==> src/rtl/bridge_regs_pkg.sv <==
/*
 * Package for the bridge window and control register bank: offsets,
 * reset values, field positions and carrier structs.
 * Assumes one 100 MHz core clock and AHB-Lite register access.
 */
package bridge_regs_pkg;

  // ************************************************************
  // Register offsets (byte addresses)
  // ************************************************************
  localparam logic [7:0] OFF_PF_BASE_HI = 8'h28;
  localparam logic [7:0] OFF_PF_LIMIT_HI = 8'h2c;
  localparam logic [7:0] OFF_IO_HI = 8'h30;
  localparam logic [7:0] OFF_CAP_PTR = 8'h34;
  localparam logic [7:0] OFF_INT_CTRL = 8'h3c;
  localparam logic [7:0] OFF_PF_BASE_LO = 8'h40;
  localparam logic [7:0] OFF_PF_LIMIT_LO = 8'h44;
  localparam logic [7:0] OFF_IO_LO = 8'h48;
  localparam logic [7:0] OFF_IRQ_STATUS = 8'h4c;
  localparam logic [7:0] OFF_IRQ_ENABLE = 8'h50;
  localparam logic [7:0] OFF_IRQ_CLEAR = 8'h54;
  localparam logic [7:0] OFF_PORT_CFG = 8'h58;

  // ************************************************************
  // Reset values and constants
  // ************************************************************
  localparam logic [31:0] PF_HI_RESET = 32'h0000_0000;
  localparam logic [15:0] IO_HI_RESET = 16'h0000;
  localparam logic [7:0] CAP_PTR_VALUE = 8'h80;
  localparam logic [7:0] INT_LINE_RESET = 8'h00;
  localparam logic [7:0] INT_PIN_RESET = 8'h00;
  localparam logic [11:0] PF_LO_RESET = 12'h000;
  localparam logic [19:0] PF_LOW_ONES = 20'hfffff;
  localparam logic [3:0] PF_ADDR64 = 4'h1;
  localparam logic [31:0] VGA_MEM_LO = 32'h000a_0000;
  localparam logic [31:0] VGA_MEM_HI = 32'h000b_ffff;
  localparam logic [9:0] VGA_IO_A_LO = 10'h3b0;
  localparam logic [9:0] VGA_IO_A_HI = 10'h3bb;
  localparam logic [9:0] VGA_IO_B_LO = 10'h3c0;
  localparam logic [9:0] VGA_IO_B_HI = 10'h3df;
  localparam logic [9:0] ISA_ALIAS_START = 10'h100;
  localparam int unsigned LEGACY_PORT = 2;

  // Bridge control bit positions within the 0x3c word
  localparam int unsigned BC_POISON = 16;
  localparam int unsigned BC_ERRFWD = 17;
  localparam int unsigned BC_ISA = 18;
  localparam int unsigned BC_VGA = 19;
  localparam int unsigned BC_VGA16 = 20;
  localparam int unsigned BC_SBR = 22;

  // Interrupt status bit positions
  localparam int unsigned EV_POISON = 0;
  localparam int unsigned EV_ERRFWD = 1;
  localparam int unsigned EV_RESET = 2;
  localparam int unsigned EV_WIDTH = 3;

  // ************************************************************
  // Carrier structs
  // ************************************************************
  typedef struct packed {
    logic sel;
    logic [1:0] htrans;
    logic [31:0] haddr;
    logic hwrite;
    logic [2:0] hsize;
    logic ready;
  } ahb_req_s;

  typedef struct packed {
    logic [31:0] hrdata;
    logic hreadyout;
    logic hresp;
  } ahb_rsp_s;

  typedef struct packed {
    logic mem_valid;
    logic [63:0] mem_addr;
    logic io_valid;
    logic [31:0] io_addr;
    logic poisoned_tlp;
    logic err_msg;
  } fwd_req_s;

  typedef struct packed {
    logic mem_down;
    logic io_down;
    logic io_up;
    logic poison_report;
    logic err_forward;
  } fwd_rsp_s;

endpackage

==> src/rtl/window_match.sv <==
/*
 * Inclusive range compare used for the prefetchable and I/O forwarding windows.
 * Assumes base and limit are already assembled to full width.
 */
`timescale 1ns/1ps
module window_match #(
  parameter int unsigned W = 32
) (
  input wire logic [W-1:0] addr_in,   // Address under test
  input wire logic [W-1:0] base_in,   // Inclusive bottom
  input wire logic [W-1:0] limit_in,  // Inclusive top
  output logic hit_out                // Address inside range
);
  assign hit_out = (addr_in >= base_in) && (addr_in <= limit_in);
endmodule

==> src/rtl/bridge_window_and_control_regs.sv <==
/*
 * Upper type-1 header registers and bridge control of one bridge port,
 * plus the forwarding decode those registers steer.
 * Assumes AHB-Lite single word transfers and synchronous forwarding inputs.
 * Reads take one wait state; hsize is accepted but never checked.
 */
// Implementation choice: the AHB-Lite slave port.
`timescale 1ns/1ps
module bridge_window_and_control_regs
  import bridge_regs_pkg::*;
#(
  parameter int unsigned PORT_NUM = 1,
  parameter int unsigned NUM_DOWN = 2
) (
  input wire logic clk_sys_in,                          // Core clock 100 MHz
  input wire logic srst_in,                             // Sync reset, high
  input wire logic clk_en_in,                           // Freeze when low
  input wire logic is_upstream_in,                      // Port is upstream
  input wire logic hsel_in,                             // AHB select
  input wire logic [1:0] htrans_in,                     // AHB transfer type
  input wire logic [31:0] haddr_in,                     // AHB address
  input wire logic hwrite_in,                           // AHB write
  input wire logic [2:0] hsize_in,                      // AHB size
  input wire logic [31:0] hwdata_in,                    // AHB write data
  input wire logic hready_in,                           // AHB bus ready
  output logic [31:0] hrdata_out,                       // AHB read data
  output logic hreadyout_out,                           // AHB slave ready
  output logic hresp_out,                               // AHB response
  input wire bridge_regs_pkg::fwd_req_s fwd_req_in,     // Decode request
  output bridge_regs_pkg::fwd_rsp_s fwd_rsp_out,        // Decode result
  output logic [NUM_DOWN-1:0] port_rst_n_out,           // Port resets, low
  output logic irq_out                                  // Level interrupt
);

  // ************************************************************
  // State
  // ************************************************************
  typedef enum logic [1:0] {
    BUS_IDLE,
    BUS_WRITE,
    BUS_READ
  } bus_phase_e;

  // Every flop of the block lives in this one struct, so the clock enable
  // freezes all of it in a single place and no field can be missed
  typedef struct packed {
    bus_phase_e phase;
    logic [7:0] addr;
    logic [31:0] pf_base_hi;
    logic [31:0] pf_limit_hi;
    logic [15:0] io_base_hi;
    logic [15:0] io_limit_hi;
    logic [11:0] pf_base_lo;
    logic [11:0] pf_limit_lo;
    logic [15:0] io_base_lo;
    logic [15:0] io_limit_lo;
    logic [7:0] int_line;
    logic poison_en;
    logic secondary_error_forward_enable;
    logic legacy_io_alias_enable;
    logic vga_en;
    logic vga16;
    logic sec_reset;
    logic [EV_WIDTH-1:0] irq_status;
    logic [EV_WIDTH-1:0] irq_enable;
    logic [31:0] hrdata;
    logic ready; // Low during a read's wait state
    logic irq;
    logic [NUM_DOWN-1:0] port_rst_n;
    fwd_rsp_s fwd;
  } state_s;

  state_s state_q;
  state_s state_d;

  // ************************************************************
  // Window assembly and compare
  // ************************************************************
  logic [63:0] pf_base;
  logic [63:0] pf_limit;
  logic [31:0] io_base;
  logic [31:0] io_limit;
  logic pf_hit;
  logic io_hit;
  logic vga_legal;

  // Bounds are rebuilt every cycle from the stored fields; a base above its
  // limit simply gives an empty window, which is how software closes one
  // low bits zero and ones
  assign pf_base = {state_q.pf_base_hi, state_q.pf_base_lo, 20'h00000};
  assign pf_limit = {state_q.pf_limit_hi, state_q.pf_limit_lo, PF_LOW_ONES};
  assign io_base = {state_q.io_base_hi, state_q.io_base_lo};
  assign io_limit = {state_q.io_limit_hi, state_q.io_limit_lo};
  assign vga_legal = (PORT_NUM != LEGACY_PORT);

  // One comparator per window; the prefetch compare is a full 64-bit one
  window_match #(.W(64)) u_pf_match (
    .addr_in(fwd_req_in.mem_addr),
    .base_in(pf_base),
    .limit_in(pf_limit),
    .hit_out(pf_hit)
  );

  window_match #(.W(32)) u_io_match (
    .addr_in(fwd_req_in.io_addr),
    .base_in(io_base),
    .limit_in(io_limit),
    .hit_out(io_hit)
  );

  // ************************************************************
  // Legacy decode terms
  // ************************************************************
  logic vga_mem_hit;
  logic vga_io_hit;
  logic isa_alias;
  logic [9:0] io_low10;

  // Video and alias terms only look at the first 64KB of I/O space; the
  // upper half-word must be zero before any low-bit compare counts
  assign io_low10 = fwd_req_in.io_addr[9:0];

  assign vga_mem_hit = (fwd_req_in.mem_addr >= {32'h0, VGA_MEM_LO}) &&
                       (fwd_req_in.mem_addr <= {32'h0, VGA_MEM_HI});

  // With 10-bit decode the video ranges repeat every 1KB, as older cards
  // expect; 16-bit decode also demands that bits 15:10 be zero
  // video I/O, 10 or 16 bit
  assign vga_io_hit = (((io_low10 >= VGA_IO_A_LO) && (io_low10 <= VGA_IO_A_HI)) ||
                       ((io_low10 >= VGA_IO_B_LO) && (io_low10 <= VGA_IO_B_HI))) &&
                      (fwd_req_in.io_addr[31:16] == 16'h0000) &&
                      (!state_q.vga16 || (fwd_req_in.io_addr[15:10] == 6'h00));

  assign isa_alias = (fwd_req_in.io_addr[31:16] == 16'h0000) &&
                     (io_low10 >= ISA_ALIAS_START);

  // ************************************************************
  // Read mux
  // ************************************************************
  logic [31:0] rd_word;
  logic [31:0] ctrl_word;

  always_comb begin
    ctrl_word = 32'h0000_0000;
    ctrl_word[7:0] = state_q.int_line;
    ctrl_word[15:8] = INT_PIN_RESET;  // fixed pin
    ctrl_word[BC_POISON] = state_q.poison_en;
    ctrl_word[BC_ERRFWD] = state_q.secondary_error_forward_enable;
    ctrl_word[BC_ISA] = state_q.legacy_io_alias_enable;
    ctrl_word[BC_VGA] = state_q.vga_en;
    ctrl_word[BC_VGA16] = state_q.vga16;
    ctrl_word[BC_SBR] = state_q.sec_reset;
  end

  // Holes and the write-only clear register read as zero, so probing an
  // unmapped offset never returns stale data
  always_comb begin
    case (state_q.addr)
      OFF_PF_BASE_HI: rd_word = state_q.pf_base_hi;
      OFF_PF_LIMIT_HI: rd_word = state_q.pf_limit_hi;
      OFF_IO_HI: rd_word = {state_q.io_limit_hi, state_q.io_base_hi};
      OFF_CAP_PTR: rd_word = {24'h000000, CAP_PTR_VALUE};
      OFF_INT_CTRL: rd_word = ctrl_word;
      OFF_PF_BASE_LO: rd_word = {16'h0000, state_q.pf_base_lo, PF_ADDR64};
      OFF_PF_LIMIT_LO: rd_word = {state_q.pf_limit_lo, PF_ADDR64, 16'h0000};
      OFF_IO_LO: rd_word = {state_q.io_limit_lo, state_q.io_base_lo};
      OFF_IRQ_STATUS: rd_word = {29'h0, state_q.irq_status};
      OFF_IRQ_ENABLE: rd_word = {29'h0, state_q.irq_enable};
      OFF_PORT_CFG: rd_word = {29'h0, is_upstream_in, vga_legal, 1'b0};
      default: rd_word = 32'h0000_0000;
    endcase
  end

  // ************************************************************
  // Next state
  // ************************************************************
  logic take;
  logic [EV_WIDTH-1:0] events;
  logic [EV_WIDTH-1:0] clr_mask;
  logic [31:0] w;

  // A transfer is accepted only while the bus is ready; hsize is ignored,
  // since every register is one aligned word: a narrow write still
  // updates the whole word, a limitation software must respect
  assign take = hsel_in && hready_in && htrans_in[1];
  assign w = hwdata_in;

  always_comb begin
    state_d = state_q;
    events = '0;
    clr_mask = '0;
    state_d.hrdata = 32'h0000_0000;

    // Data phase of a previous write lands here, address phase latched
    if (state_q.phase == BUS_WRITE) begin
      case (state_q.addr)
        OFF_PF_BASE_HI: state_d.pf_base_hi = w;
        OFF_PF_LIMIT_HI: state_d.pf_limit_hi = w;
        OFF_IO_HI: begin
          state_d.io_base_hi = w[15:0];
          state_d.io_limit_hi = w[31:16];
        end
        OFF_INT_CTRL: begin
          // Bits 21 and 23-31 have no flop, so writes to them are dropped
          state_d.int_line = w[7:0];
          state_d.poison_en = w[BC_POISON];
          state_d.secondary_error_forward_enable = w[BC_ERRFWD];
          state_d.legacy_io_alias_enable = w[BC_ISA];
          state_d.vga_en = vga_legal & w[BC_VGA];
          state_d.vga16 = vga_legal & w[BC_VGA16];
          state_d.sec_reset = w[BC_SBR];
        end
        OFF_PF_BASE_LO: state_d.pf_base_lo = w[15:4];
        OFF_PF_LIMIT_LO: state_d.pf_limit_lo = w[31:20];
        OFF_IO_LO: begin
          state_d.io_base_lo = w[15:0];
          state_d.io_limit_lo = w[31:16];
        end
        OFF_IRQ_ENABLE: state_d.irq_enable = w[EV_WIDTH-1:0];
        // Clear register is write-only; its mask lives for one cycle
        OFF_IRQ_CLEAR: clr_mask = w[EV_WIDTH-1:0];
        default: ;
      endcase
    end

    // Address phase; writes need no wait, reads get one
    if (hready_in) begin
      state_d.phase = BUS_IDLE;
      if (take) begin
        state_d.addr = haddr_in[7:0];
        state_d.phase = hwrite_in ? BUS_WRITE : BUS_READ;
      end
    end

    // Read wait state: the word is registered in the first data cycle, from
    // registers that already hold any write finished on the same edge.
    // Costs a cycle per read, but needs no bypass around the write decode.
    state_d.ready = 1'b1;
    if (take && !hwrite_in) begin
      state_d.ready = 1'b0;
    end
    // Phase stays BUS_READ through the wait, so the word stands when sampled
    if (state_q.phase == BUS_READ) begin
      state_d.hrdata = rd_word;
    end

    // Forward decode is one registered stage; results stand one cycle per
    // sampled request, with no queue behind them
    // poisoned TLP detect gate
    state_d.fwd.poison_report = fwd_req_in.poisoned_tlp && state_q.poison_en;
    state_d.fwd.err_forward = fwd_req_in.err_msg && state_q.secondary_error_forward_enable;
    state_d.fwd.mem_down = fwd_req_in.mem_valid &&
                           (pf_hit || (state_q.vga_en && vga_mem_hit));
    state_d.fwd.io_up = fwd_req_in.io_valid && io_hit &&
                        state_q.legacy_io_alias_enable && isa_alias &&
                        !(state_q.vga_en && vga_io_hit);
    state_d.fwd.io_down = fwd_req_in.io_valid &&
                          ((io_hit && !(state_q.legacy_io_alias_enable && isa_alias)) ||
                           (state_q.vga_en && vga_io_hit));

    // Port reset is held for as long as bit 22 stays set; software must
    // clear the bit again to release the attached devices
    // hot reset to ports
    if (is_upstream_in) begin
      state_d.port_rst_n = {NUM_DOWN{!state_q.sec_reset}};
    end else begin
      state_d.port_rst_n = {NUM_DOWN{1'b1}};
      state_d.port_rst_n[0] = !state_q.sec_reset;
    end

    // Status bits are sticky: only a write to the clear register drops them
    events[EV_POISON] = state_d.fwd.poison_report;
    events[EV_ERRFWD] = state_d.fwd.err_forward;
    events[EV_RESET] = state_d.sec_reset && !state_q.sec_reset;
    // Set wins over a same-cycle clear
    state_d.irq_status = (state_q.irq_status & ~clr_mask) | events;
    // Interrupt follows the next status, so it never lags a new event
    state_d.irq = |(state_d.irq_status & state_d.irq_enable);
  end

  // ************************************************************
  // Registers
  // ************************************************************
  // Reset overrides the clock enable, so a frozen block still returns idle
  always_ff @(posedge clk_sys_in) begin
    if (srst_in) begin
      state_q <= '0;
      state_q.phase <= BUS_IDLE;
      state_q.pf_base_hi <= PF_HI_RESET;
      state_q.pf_limit_hi <= PF_HI_RESET;
      state_q.io_base_hi <= IO_HI_RESET;
      state_q.io_limit_hi <= IO_HI_RESET;
      state_q.pf_base_lo <= PF_LO_RESET;
      state_q.pf_limit_lo <= PF_LO_RESET;
      state_q.int_line <= INT_LINE_RESET;
      state_q.port_rst_n <= {NUM_DOWN{1'b1}};
      state_q.ready <= 1'b1;
    end else if (clk_en_in) begin
      state_q <= state_d;
    end
  end

  // Outputs straight from flops; reads wait one cycle, always OKAY
  assign hrdata_out = state_q.hrdata;
  assign hreadyout_out = state_q.ready;
  assign hresp_out = 1'b0;
  assign fwd_rsp_out = state_q.fwd;
  assign port_rst_n_out = state_q.port_rst_n;
  assign irq_out = state_q.irq;

endmodule

==> config.mk <==
export PLATFORM = sky130hd
export DESIGN_NAME = bridge_window_and_control_regs
export DESIGN_NICKNAME = d
export VERILOG_FILES = /design/src/rtl/bridge_regs_pkg.sv /design/src/rtl/window_match.sv /design/src/rtl/bridge_window_and_control_regs.sv
export SDC_FILE = /design/constraint.sdc
export NUM_CORES = 1
export LEC_CHECK = 0
export BUFFER_PORTS_ARGS = -buffer_cell sky130_fd_sc_hd__buf_2
export CAP_MARGIN = 15
export CORE_MARGIN = 10
export CORE_UTILIZATION = 45
export CTS_CLUSTER_SIZE = 40
export DETAILED_ROUTE_END_ITERATION = 7
export PLACE_DENSITY_LB_ADDON = 0.05
export SYNTH_ARGS = -nofsm -noshare
export SYNTH_HDL_FRONTEND = slang
export SYNTH_HIERARCHICAL = 1
export SYNTH_SLANG_ARGS = --single-unit
==> constraint.sdc <==
create_clock -name clk_sys_in -period 6.15 [get_ports clk_sys_in]
set_input_delay 1.23 -clock clk_sys_in [delete_from_list [all_inputs] [get_ports clk_sys_in]]
set_output_delay 1.23 -clock clk_sys_in [all_outputs]
set_load 0.01 [all_outputs]
==> out/metrics.cfg, run 1 <==
[logic_synthesis]
synth_adder_area_share_pct = 16.8
ys_seq_area_share_pct = 31.2
synthXorXnorAreaFrac_pct = 0
yosys.area.top_type = dfxtp_1
synth_area_sq_um = 14300
ys_ff_latch = 223
synth_top_area_share_pct = 31.2
synthSimpleGateAreaFrac_pct = 19.9
syn_avg_cell_area_sq_um = 7.71
synth_edf_count = 0
synthMuxAreaShare_pct = 1.20
synth_top_family_by_area = compound AO/OA/AOI/OAI gates
synth_cells = 1855
yosysWarnings = 6
synth.area.top_cells = dfxtp_1, ha_1, nand2_1, a21oi_1, inv_1
synth_most_common_cell = nand2_1
synth_compound_area_share_pct = 20.4
synth_ff_type = dfxtp_1
async_flop_share_pct = 0
yosys-top-cells-count = nand2_1, a21oi_1, dfxtp_1, inv_1, ha_1
netlist-cell-type-count = 69

[timing]
setup_viol = 0
finalClockSkew_ns = 0.0223
setup_tns_ns = 0
rsz0062_at_grt = no
final-hold-violation-count = 0
slew_headroom_pct = 26.4
finalCritPeriodShare_pct = 65.5
worstMarginPinSlew_ns = 1.10
whs_ns = 0.453
fmax_mhz = 248
finalMaxSlewViolations = 0
min_period_ns = 4.03

[clock_tree]
cts-root-buf = clkbuf_16
cts_made_buffers = 25
cts_sinks = 223
h-tree-depth = 1
cts_tree = built
cts.clk_slew.worst_paths_ns = 0.06
clk_latency_ns = 0.54
post_cts_buffers = 0
cts_buffer_depth = 3
cts_resized = 0
cts_hold_buf = 0

[detailed_routing]
drc = 0
drt_first_iter_violations = 1323
drt_wl_total_mm = 53.8
detail-route-antenna-nets = 0
drtPass1Iterations = 8
wl_per_cell_microns = 22.3
vias = 13800
vias_per_cell = 5.70

[die]
dieHeight_microns = 198
die-width_microns = 198
pin_count = 218
fp.coreArea_sq_um = 31500
initial_utilization_pct = 45.4
die-area_sq_um = 39300
rows = 65

[power_and_ir_drop]
p_sw_share_pct = 24.3
leakagePower_nw = 6.19
p_per_area_nw_per_um2 = 215
pwr-share-comb_pct = 9.9
p_total_mw = 3.48
peakVddDrop_mv = 0.192
p_seq_share_pct = 41.7
p_sw_mw = 0.844
pwr-share-clk_pct = 48.4
p_int_mw = 2.63

[global_routing]
grt_pass1_wl_mm = 79.0
grt_pass1_vias = 13100
grt_max_degree = 99
antenna_found_initial = 2
grt-ovfl-total = 0
grt_usage_pct = 26.3

[worst_setup_path]
slowest_stage = nor4_1
critPathCaptureType = register
setup.worst_path.class = primary input to register
cp-start-kind = primary input
cp_cell_sequence = buf_2 > ha_1 > nand4_1 > nor4_1 > nand2_1 > o211a_1 > nor3_1 > a311oi_1 > a32oi_1 > o211ai_1 > a21oi_1
crit_buf_inv = 1
cpLargestDelayFamily = simple AND/OR/NAND/NOR gates
crit_path_max_fanout = 3
crit_required_ns = 6.60
cp_slowest_stage_delay_ns = 0.92
worstPathArrival_ns = 4.48

[finish]
drive_above_1_share_pct = 12.9
area_growth_pct = 13.1
fin_util_pct = 51.4
stdcell_count = 2412
nets = 2359
fillers = 3182

[run]
cap_violations = 0

[hold_path]
min_path_type = register to register

[outcome]
status = completed

[place]
dp_hpwl_mm = 41.4
gp_congestion = 0.948
port-buffer-count = 188
post-place-cells = 2366

==> power by group through the flow <==
stage	clock network, mW	registers [mW]	logic [mW]
4_1_cts	1.69	1.45	0.338
5_1_grt	1.74	1.45	0.388
2_1_floorplan	0	1.48	0.184
6_report	1.68	1.45	0.344
3_5_place_dp	0	1.48	0.336
3_3_place_gp	0	1.48	0.326
==> worst paths after layout <==
path,startpoint,endpoint,slack (ns),depth (start not counted)
setup / recovery,fwd_req_in[89],fwd_rsp_out[4],2.12,11
hold / removal,ctrl_word[7],ctrl_word[7],0.45,2
setup reg to reg,pf_base[52],fwd_rsp_out[4],2.51,11
hold reg to reg,ctrl_word[7],ctrl_word[7],0.45,2
==> cells in the final DEF (no fill, tap or decap), types with 14 or more instances in the layout <==
cell	instances
nand2_1	425
a21oi_1	249
dfxtp_1	223
inv_1	197
ha_1	192
buf_2	187
o21ai_0	47
conb_1	41
a22oi_1	39
nor2_1	36
a22o_1	35
nand4_1	33
nand3_1	30
a222oi_1	25
clkbuf_16	25
nor4_1	20
mux2i_1	16
buf_4	14
==> flip-flops by register name (all words and copies together), names as in the netlist <==
signal	cells
pf_base	44
pf_limit	44
hrdata_out	32
io_base	32
io_limit	32
state_q	16
ctrl_word	14
fwd_rsp_out	5
port_rst_n_out	2
hreadyout_out	1
irq_out	1
==> final cells by class <==
class	instances	area (sq um)	area share, %
clock buffer	37	721	4.46
multi-input combinational	1342	8490	52.5
sequential	223	4460	27.6
antenna	2	5.00	0.0310
inverter	197	739	4.57
tap	402	503	3.11
clock inverter	7	189	1.17
timing repair buffer	202	1050	6.51
==> worst reg2reg max path, stage by stage (launching register included) <==
cell and delay, ns:
dfxtp_1 0.42, inv_1 0.07, ha_1 0.27, nand4_1 0.17, nor4_1 0.92, nand2_1 0.15
o211a_1 0.21, nor3_1 0.21, a311oi_1 0.10, a32oi_1 0.66, o211ai_1 0.19, a21oi_1 0.18
==> layer usage <==
layer	up-vias	global-route usage, %	routed length [microns]
li1	6657	-	-
met1	6396	34.0	23000
met2	604	42.0	24100
met3	100	4.18	4120
met4	0	12.1	2590
met5	-	0	0
==> cell families (layout without fill, tap and decap cells) <==
group / after synthesis / count (layout)
buffers and inverters: 329 / 443
and+or+nand+nor: 623 / 623
other: 2 / 43
adders and majority gates: 192 / 192
muxes: 17 / 17
AOI/OAI and AO/OA: 469 / 469
DFF: 223 / 223
==> metrics by stage <==
| step | setup slack (ns) | cell area, sq um |
|---|---|---|
| 6_report | 2.12 | 16200 |
| 3_5_place_dp | 1.81 | 15300 |
| 5_1_grt | 2.04 | 16200 |
| 4_1_cts | 2.33 | 16200 |
| 2_1_floorplan | 2.83 | 14400 |
| 3_3_place_gp | 1.88 | 15300 |
No activity file was read; power rests on OpenSTA's default activity.
==> run 2: changes to the inputs <==
--- a/config.mk
+++ b/config.mk
@@ -5,6 +5,7 @@
 export SDC_FILE = /design/constraint.sdc
 export NUM_CORES = 1
 export LEC_CHECK = 0
+export ABC_AREA = 1
 export BUFFER_PORTS_ARGS = -buffer_cell sky130_fd_sc_hd__buf_2
 export CAP_MARGIN = 15
 export CORE_MARGIN = 10
==> constraint.sdc (replaced) <==
create_clock -name clk_sys_in -period 3.32 [get_ports clk_sys_in]
set_input_delay 0.664 -clock clk_sys_in [delete_from_list [all_inputs] [get_ports clk_sys_in]]
set_output_delay 0.664 -clock clk_sys_in [all_outputs]
set_load 0.01 [all_outputs]
==> run 2 against run 1 <==
Effect of this change:
- critical path depth is 3 higher
- sequential power is 86% higher
- sequential cell count stayed put
- clock power is 71% higher
- utilization is 0.22 points higher
- combinational power is 120% higher
- total power is 82% higher
- critical endpoint unchanged
==> out/metrics.cfg, run 2 <==
[worst_setup_path]
cp_cell_sequence = inv_1 > ha_1 > inv_1 > nor3_1 > nand4_1 > nor3_1 > nand2_1 > nand2_1 > nand2_1 > inv_1 > inv_1 > nand2_1 > nand2_1 > a21oi_1
cpLargestDelayFamily = simple AND/OR/NAND/NOR gates
setup.worst_path.class = register to register
crit_buf_inv = 4
critPathCaptureType = register
crit_required_ns = 3.79
cp_slowest_stage_delay_ns = 0.43
crit_top_cell = nand2_1
worstPathArrival_ns = 3.01
slowest_stage = dfxtp_1
cp-start-kind = register
crit_path_max_fanout = 3

[place]
gp_congestion = 0.909
port-buffer-count = 188
dp_slack_ns = 0.445
dp_hpwl_mm = 43.1

[die]
fp.coreArea_sq_um = 33700
die-width_microns = 205
pin_count = 218
rows = 67
dieHeight_microns = 205
die-area_sq_um = 42100
initial_utilization_pct = 45.8

[timing]
worstMarginPinSlew_ns = 0.779
setup_viol = 0
slew_headroom_pct = 48.0
finalMaxSlewViolations = 0
finalCritPeriodShare_pct = 76.4
min_period_ns = 2.54
worst_slack_ns = 0.782
fmax_mhz = 394
finalClockSkew_ns = 0.0291
final-hold-violation-count = 0
rsz0062_at_grt = no
setup_tns_ns = 0

[clock_tree]
cts_tree = built
cts.clk_slew.worst_paths_ns = 0.06
cts_hold_buf = 0
clk_latency_ns = 0.55
cts_made_buffers = 26
cts_sinks = 223
cts_buffer_depth = 3
cts-root-buf = clkbuf_16
cts_resized = 0
post_cts_buffers = 0
h-tree-depth = 1

[detailed_routing]
vias_per_cell = 5.18
drtPass1Iterations = 6
drt_wl_total_mm = 54.8
detail-route-antenna-nets = 0
wl_per_cell_microns = 18.7
drc = 0
vias = 15200
drt_first_iter_violations = 1366

[finish]
multi_input_area_sq_um = 8900
seqCellArea_sq_um = 4460
fillers = 3495
nets = 2837
mostFrequentLayoutCells = nand2_1, inv_1, a21oi_1
layout_commonest_cell = nand2_1
drive_above_1_share_pct = 12.3
insertedDiodeCount = 0
area_growth_pct = 12.6

[logic_synthesis]
ys_seq_area_share_pct = 28.9
synthXorXnorAreaFrac_pct = 0
synth_area_sq_um = 15400
synth_compound_area_share_pct = 16.4
yosys-top-cells-count = nand2_1, inv_1, a21oi_1, nor2_1, dfxtp_1
synth_edf_count = 0
synth.area.top_cells = dfxtp_1, ha_1, nand2_1, inv_1, a21oi_1
async_flop_share_pct = 0
syn_avg_cell_area_sq_um = 6.63
netlist-cell-type-count = 39
synth_adder_area_share_pct = 15.6
yosysWarnings = 6
synthMuxAreaShare_pct = 0
synth_most_common_cell = nand2_1
synth_ff_type = dfxtp_1
synth_top_family_by_area = simple AND/OR/NAND/NOR gates
yosys.area.top_type = dfxtp_1
synth_top_area_share_pct = 28.9
ys_ff_latch = 223
synth_cells = 2328
synthSimpleGateAreaFrac_pct = 24.7

[global_routing]
antenna_found_initial = 0
grt_max_degree = 166
grt_pass1_vias = 14300
grt_pass1_wl_mm = 83.0
grt_usage_pct = 25.3
grt-ovfl-total = 0

[power_and_ir_drop]
p_per_area_nw_per_um2 = 364
peakVddDrop_mv = 0.280
p_total_mw = 6.33
leakagePower_nw = 7.72

[hold_path]
min_path_type = primary input to register

[run]
cap_violations = 0

[outcome]
status = completed

## run 2: final timing paths
kind | start | endpoint | slack, ns | depth (start not counted)
max | pf_base[39] | fwd_rsp_out[4] | 0.78 | 14
min | hwrite_in | state_q[221] | 0.39 | 3
max reg2reg | pf_base[39] | fwd_rsp_out[4] | 0.78 | 14
min reg2reg | hrdata_out[5] | hrdata_out[5] | 0.46 | 2
## run 2: cell type report
cell class	instances	area share, %
clock inverter	12	0.569
timing repair buffer	210	6.48
multi-input combinational	1614	51.2
tap	448	3.22
inverter	394	8.51
clock buffer	36	4.36
sequential	223	25.7
## run 2: layer usage
metal	part of all wire [%]	global-route usage, %	routed length, microns	vias to the layer above
met5	0	0	0	-
met4	3.2	7.95	1770	0
met3	7.9	4.29	4310	67
met2	43	39.2	23500	555
met1	46	35.1	25300	6898
li1	-	-	-	7698
## run 2: cells by family (layout without fill, tap and decap cells)
group           count (synthesis)  count (layout)
compound gates                493             493
fa+ha+maj                     192             192
buf+inv                       530             652
flops                         223             223
other cells                     2              41
simple gates                  888             888
## run 2: worst register-to-register path, delay by kind of cell (launching register included)
| family | cells | cell delay (ns) |
|---|---|---|
| flops | 1 | 0.43 |
| fa+ha+maj | 1 | 0.31 |
| compound gates | 1 | 0.15 |
| simple gates | 8 | 1.42 |
| buf+inv | 4 | 0.19 |
## run 2: through the flow
step	cell area (sq um)	hold WS [ns]	instances	util [%]
floorplan	15600	0.437	2367	-
global placement	16500	0.444	2888	49.0
detailed placement	16500	0.454	2888	49.0
CTS	17400	0.367	2936	51.5
global route	17400	0.387	2937	51.6
finish	17400	0.386	2937	51.6
## run 2: report_power, final
group	switching, mW	internal (mW)
registers	0.00599	2.69
logic	0.500	0.274
clock network	1.20	1.67
total	1.70	4.63
==> run 3: changes to the inputs <==
==> constraint.sdc (replaced) <==
create_clock -name clk_sys_in -period 2.1 [get_ports clk_sys_in]
set_input_delay 0.42 -clock clk_sys_in [delete_from_list [all_inputs] [get_ports clk_sys_in]]
set_output_delay 0.42 -clock clk_sys_in [all_outputs]
set_load 0.01 [all_outputs]
==> run 3 against run 2 <==
Effect of this change:
- wire length rose by 2.3%
- sequential power is 58% higher
- clock skew shrank 0.0060 ns
- via count grew 1.6%
- maximum frequency grew 22%
==> out/metrics.cfg, run 3 (synthesis results as in run 2) <==
[timing]
final-hold-violation-count = 0
rsz0062_at_grt = yes
slew_headroom_pct = 57.1
finalCritPeriodShare_pct = 99.0
min_period_ns = 2.08
finalMaxSlewViolations = 0
setup_viol = 0
finalClockSkew_ns = 0.0231
fmax_mhz = 481
worstMarginPinSlew_ns = 0.644
whs_ns = 0.143

[die]
pin_count = 218
die-width_microns = 205
die-area_sq_um = 42100
initial_utilization_pct = 45.8
fp.coreArea_sq_um = 33700
rows = 67
dieHeight_microns = 205

[finish]
area_growth_pct = 17.9
insertedDiodeCount = 0
multi_input_area_sq_um = 9110
stdcell_count = 2992
mostFrequentLayoutCells = nand2_1, inv_1, a21oi_1
drive_above_1_share_pct = 16.9
seqCellArea_sq_um = 4510
fillers = 3446
nets = 2893
layout_commonest_cell = nand2_1

[outcome]
status = completed

[worst_setup_path]
cp_slowest_stage_delay_ns = 0.42
worstPathArrival_ns = 2.50
crit_path_max_fanout = 3
setup.worst_path.class = register to register
critPathCaptureType = register
crit_top_cell = nand2_1
cp-start-kind = register
cp_cell_sequence = inv_1 > ha_1 > nand2_1 > nor2_1 > nand4_1 > nor3b_2 > nand2_1 > nand2_1 > nand2_1 > nand2_1 > inv_1 > inv_1 > nand2_2 > nand2_1 > a21oi_1
slowest_stage = dfxtp_1
crit_required_ns = 2.52

[power_and_ir_drop]
peakVddDrop_mv = 0.545
pwr-share-comb_pct = 12.3
pwr-share-clk_pct = 47.6
p_per_area_nw_per_um2 = 582
p_sw_share_pct = 25.8
p_int_mw = 7.87
p_sw_mw = 2.73
leakagePower_nw = 8.09
p_seq_share_pct = 40.1

[clock_tree]
cts_made_buffers = 26
cts.clk_slew.worst_paths_ns = 0.06
h-tree-depth = 1
cts_tree = built
cts_buffer_depth = 3
cts_hold_buf = 0
cts-root-buf = clkbuf_16
cts_sinks = 223
clk_latency_ns = 0.54

[place]
gp_congestion = 0.889
post-place-cells = 2938
port-buffer-count = 188
dp_hpwl_mm = 44.5

[detailed_routing]
drtPass1Iterations = 8
detail-route-antenna-nets = 0
vias = 15500
wl_per_cell_microns = 18.8
drc = 0
vias_per_cell = 5.17
drt_first_iter_violations = 1299
drt_wl_total_mm = 56.1

[global_routing]
grt_pass1_wl_mm = 83.7
grt_pass1_vias = 14400
grt_max_degree = 125
grt_usage_pct = 25.6
antenna_found_initial = 0
grt-ovfl-total = 0

[run]
cap_violations = 0

[hold_path]
min_path_type = primary input to register

## run 3: power groups by stage
stage	Combinational, mW	Clock, mW	Sequential (mW)
after floorplan	0.713	0	4.35
after global placement	1.22	0	4.35
after detailed placement	1.25	0	4.35
after CTS	1.26	5.07	4.26
after global routing	1.48	5.23	4.25
final	1.30	5.04	4.25
## run 3: worst max-delay path, delay by kind of cell (launching register included)
family | cells | cell delay (ns)
DFF | 1 | 0.42
buffers and inverters | 3 | 0.16
adders and majority gates | 1 | 0.27
and+or+nand+nor | 10 | 1.06
AOI/OAI and AO/OA | 1 | 0.05
## run 3: metal layers
| layer | vias to the layer above | global-route usage, % | share of wire, % |
|---|---|---|---|
| li1 | 7803 | - | - |
| met1 | 7040 | 36.1 | 46 |
| met2 | 557 | 38.8 | 44 |
| met3 | 69 | 4.47 | 8.0 |
| met4 | 0 | 8.11 | 2.8 |
| met5 | - | 0 | 0 |
## run 3: path summary, 6_finish.rpt
| check | startpoint | end | slack [ns] | cells past startpoint |
|---|---|---|---|---|
| max | pf_limit[38] | fwd_rsp_out[4] | 0.02 | 15 |
| min reg2reg | hreadyout_out | hreadyout_out | 0.46 | 2 |
| min | hwrite_in | state_q[221] | 0.14 | 3 |
| max reg2reg | pf_limit[38] | fwd_rsp_out[4] | 0.02 | 15 |
## run 3: layout make-up
type                       count  area share [%]
inverter                     394            8.14
multi-input combinational   1614            50.0
clock buffer                  36            4.16
sequential                   223            24.8
clock inverter                11            1.08
timing repair buffer         266            8.74
tap                          448            3.08
## run 3: metrics by stage
| stage | util (%) | setup TNS (ns) | cell area [sq um] | worst slack (ns) | total power, mW |
|---|---|---|---|---|---|
| floorplan | - | 0 | 15600 | 0.309 | 5.06 |
| global placement | 50.3 | -0.354 | 16900 | -0.231 | 5.57 |
| detailed placement | 50.3 | -0.456 | 16900 | -0.241 | 5.60 |
| CTS | 53.3 | 0 | 18000 | 0.00207 | 10.6 |
| global route | 54.1 | -0.180 | 18200 | -0.174 | 11.0 |
| finish | 54.1 | 0 | 18200 | 0.0208 | 10.6 |
## run 3: repair_timing
| action | 4_1_cts | 5_1_grt |
|---|---|---|
| setup endpoints to repair | 1 | 5 |
| pin swaps | 7 | 20 |
| setup buffers | 3 | 4 |
| resized for setup | 15 | 58 |
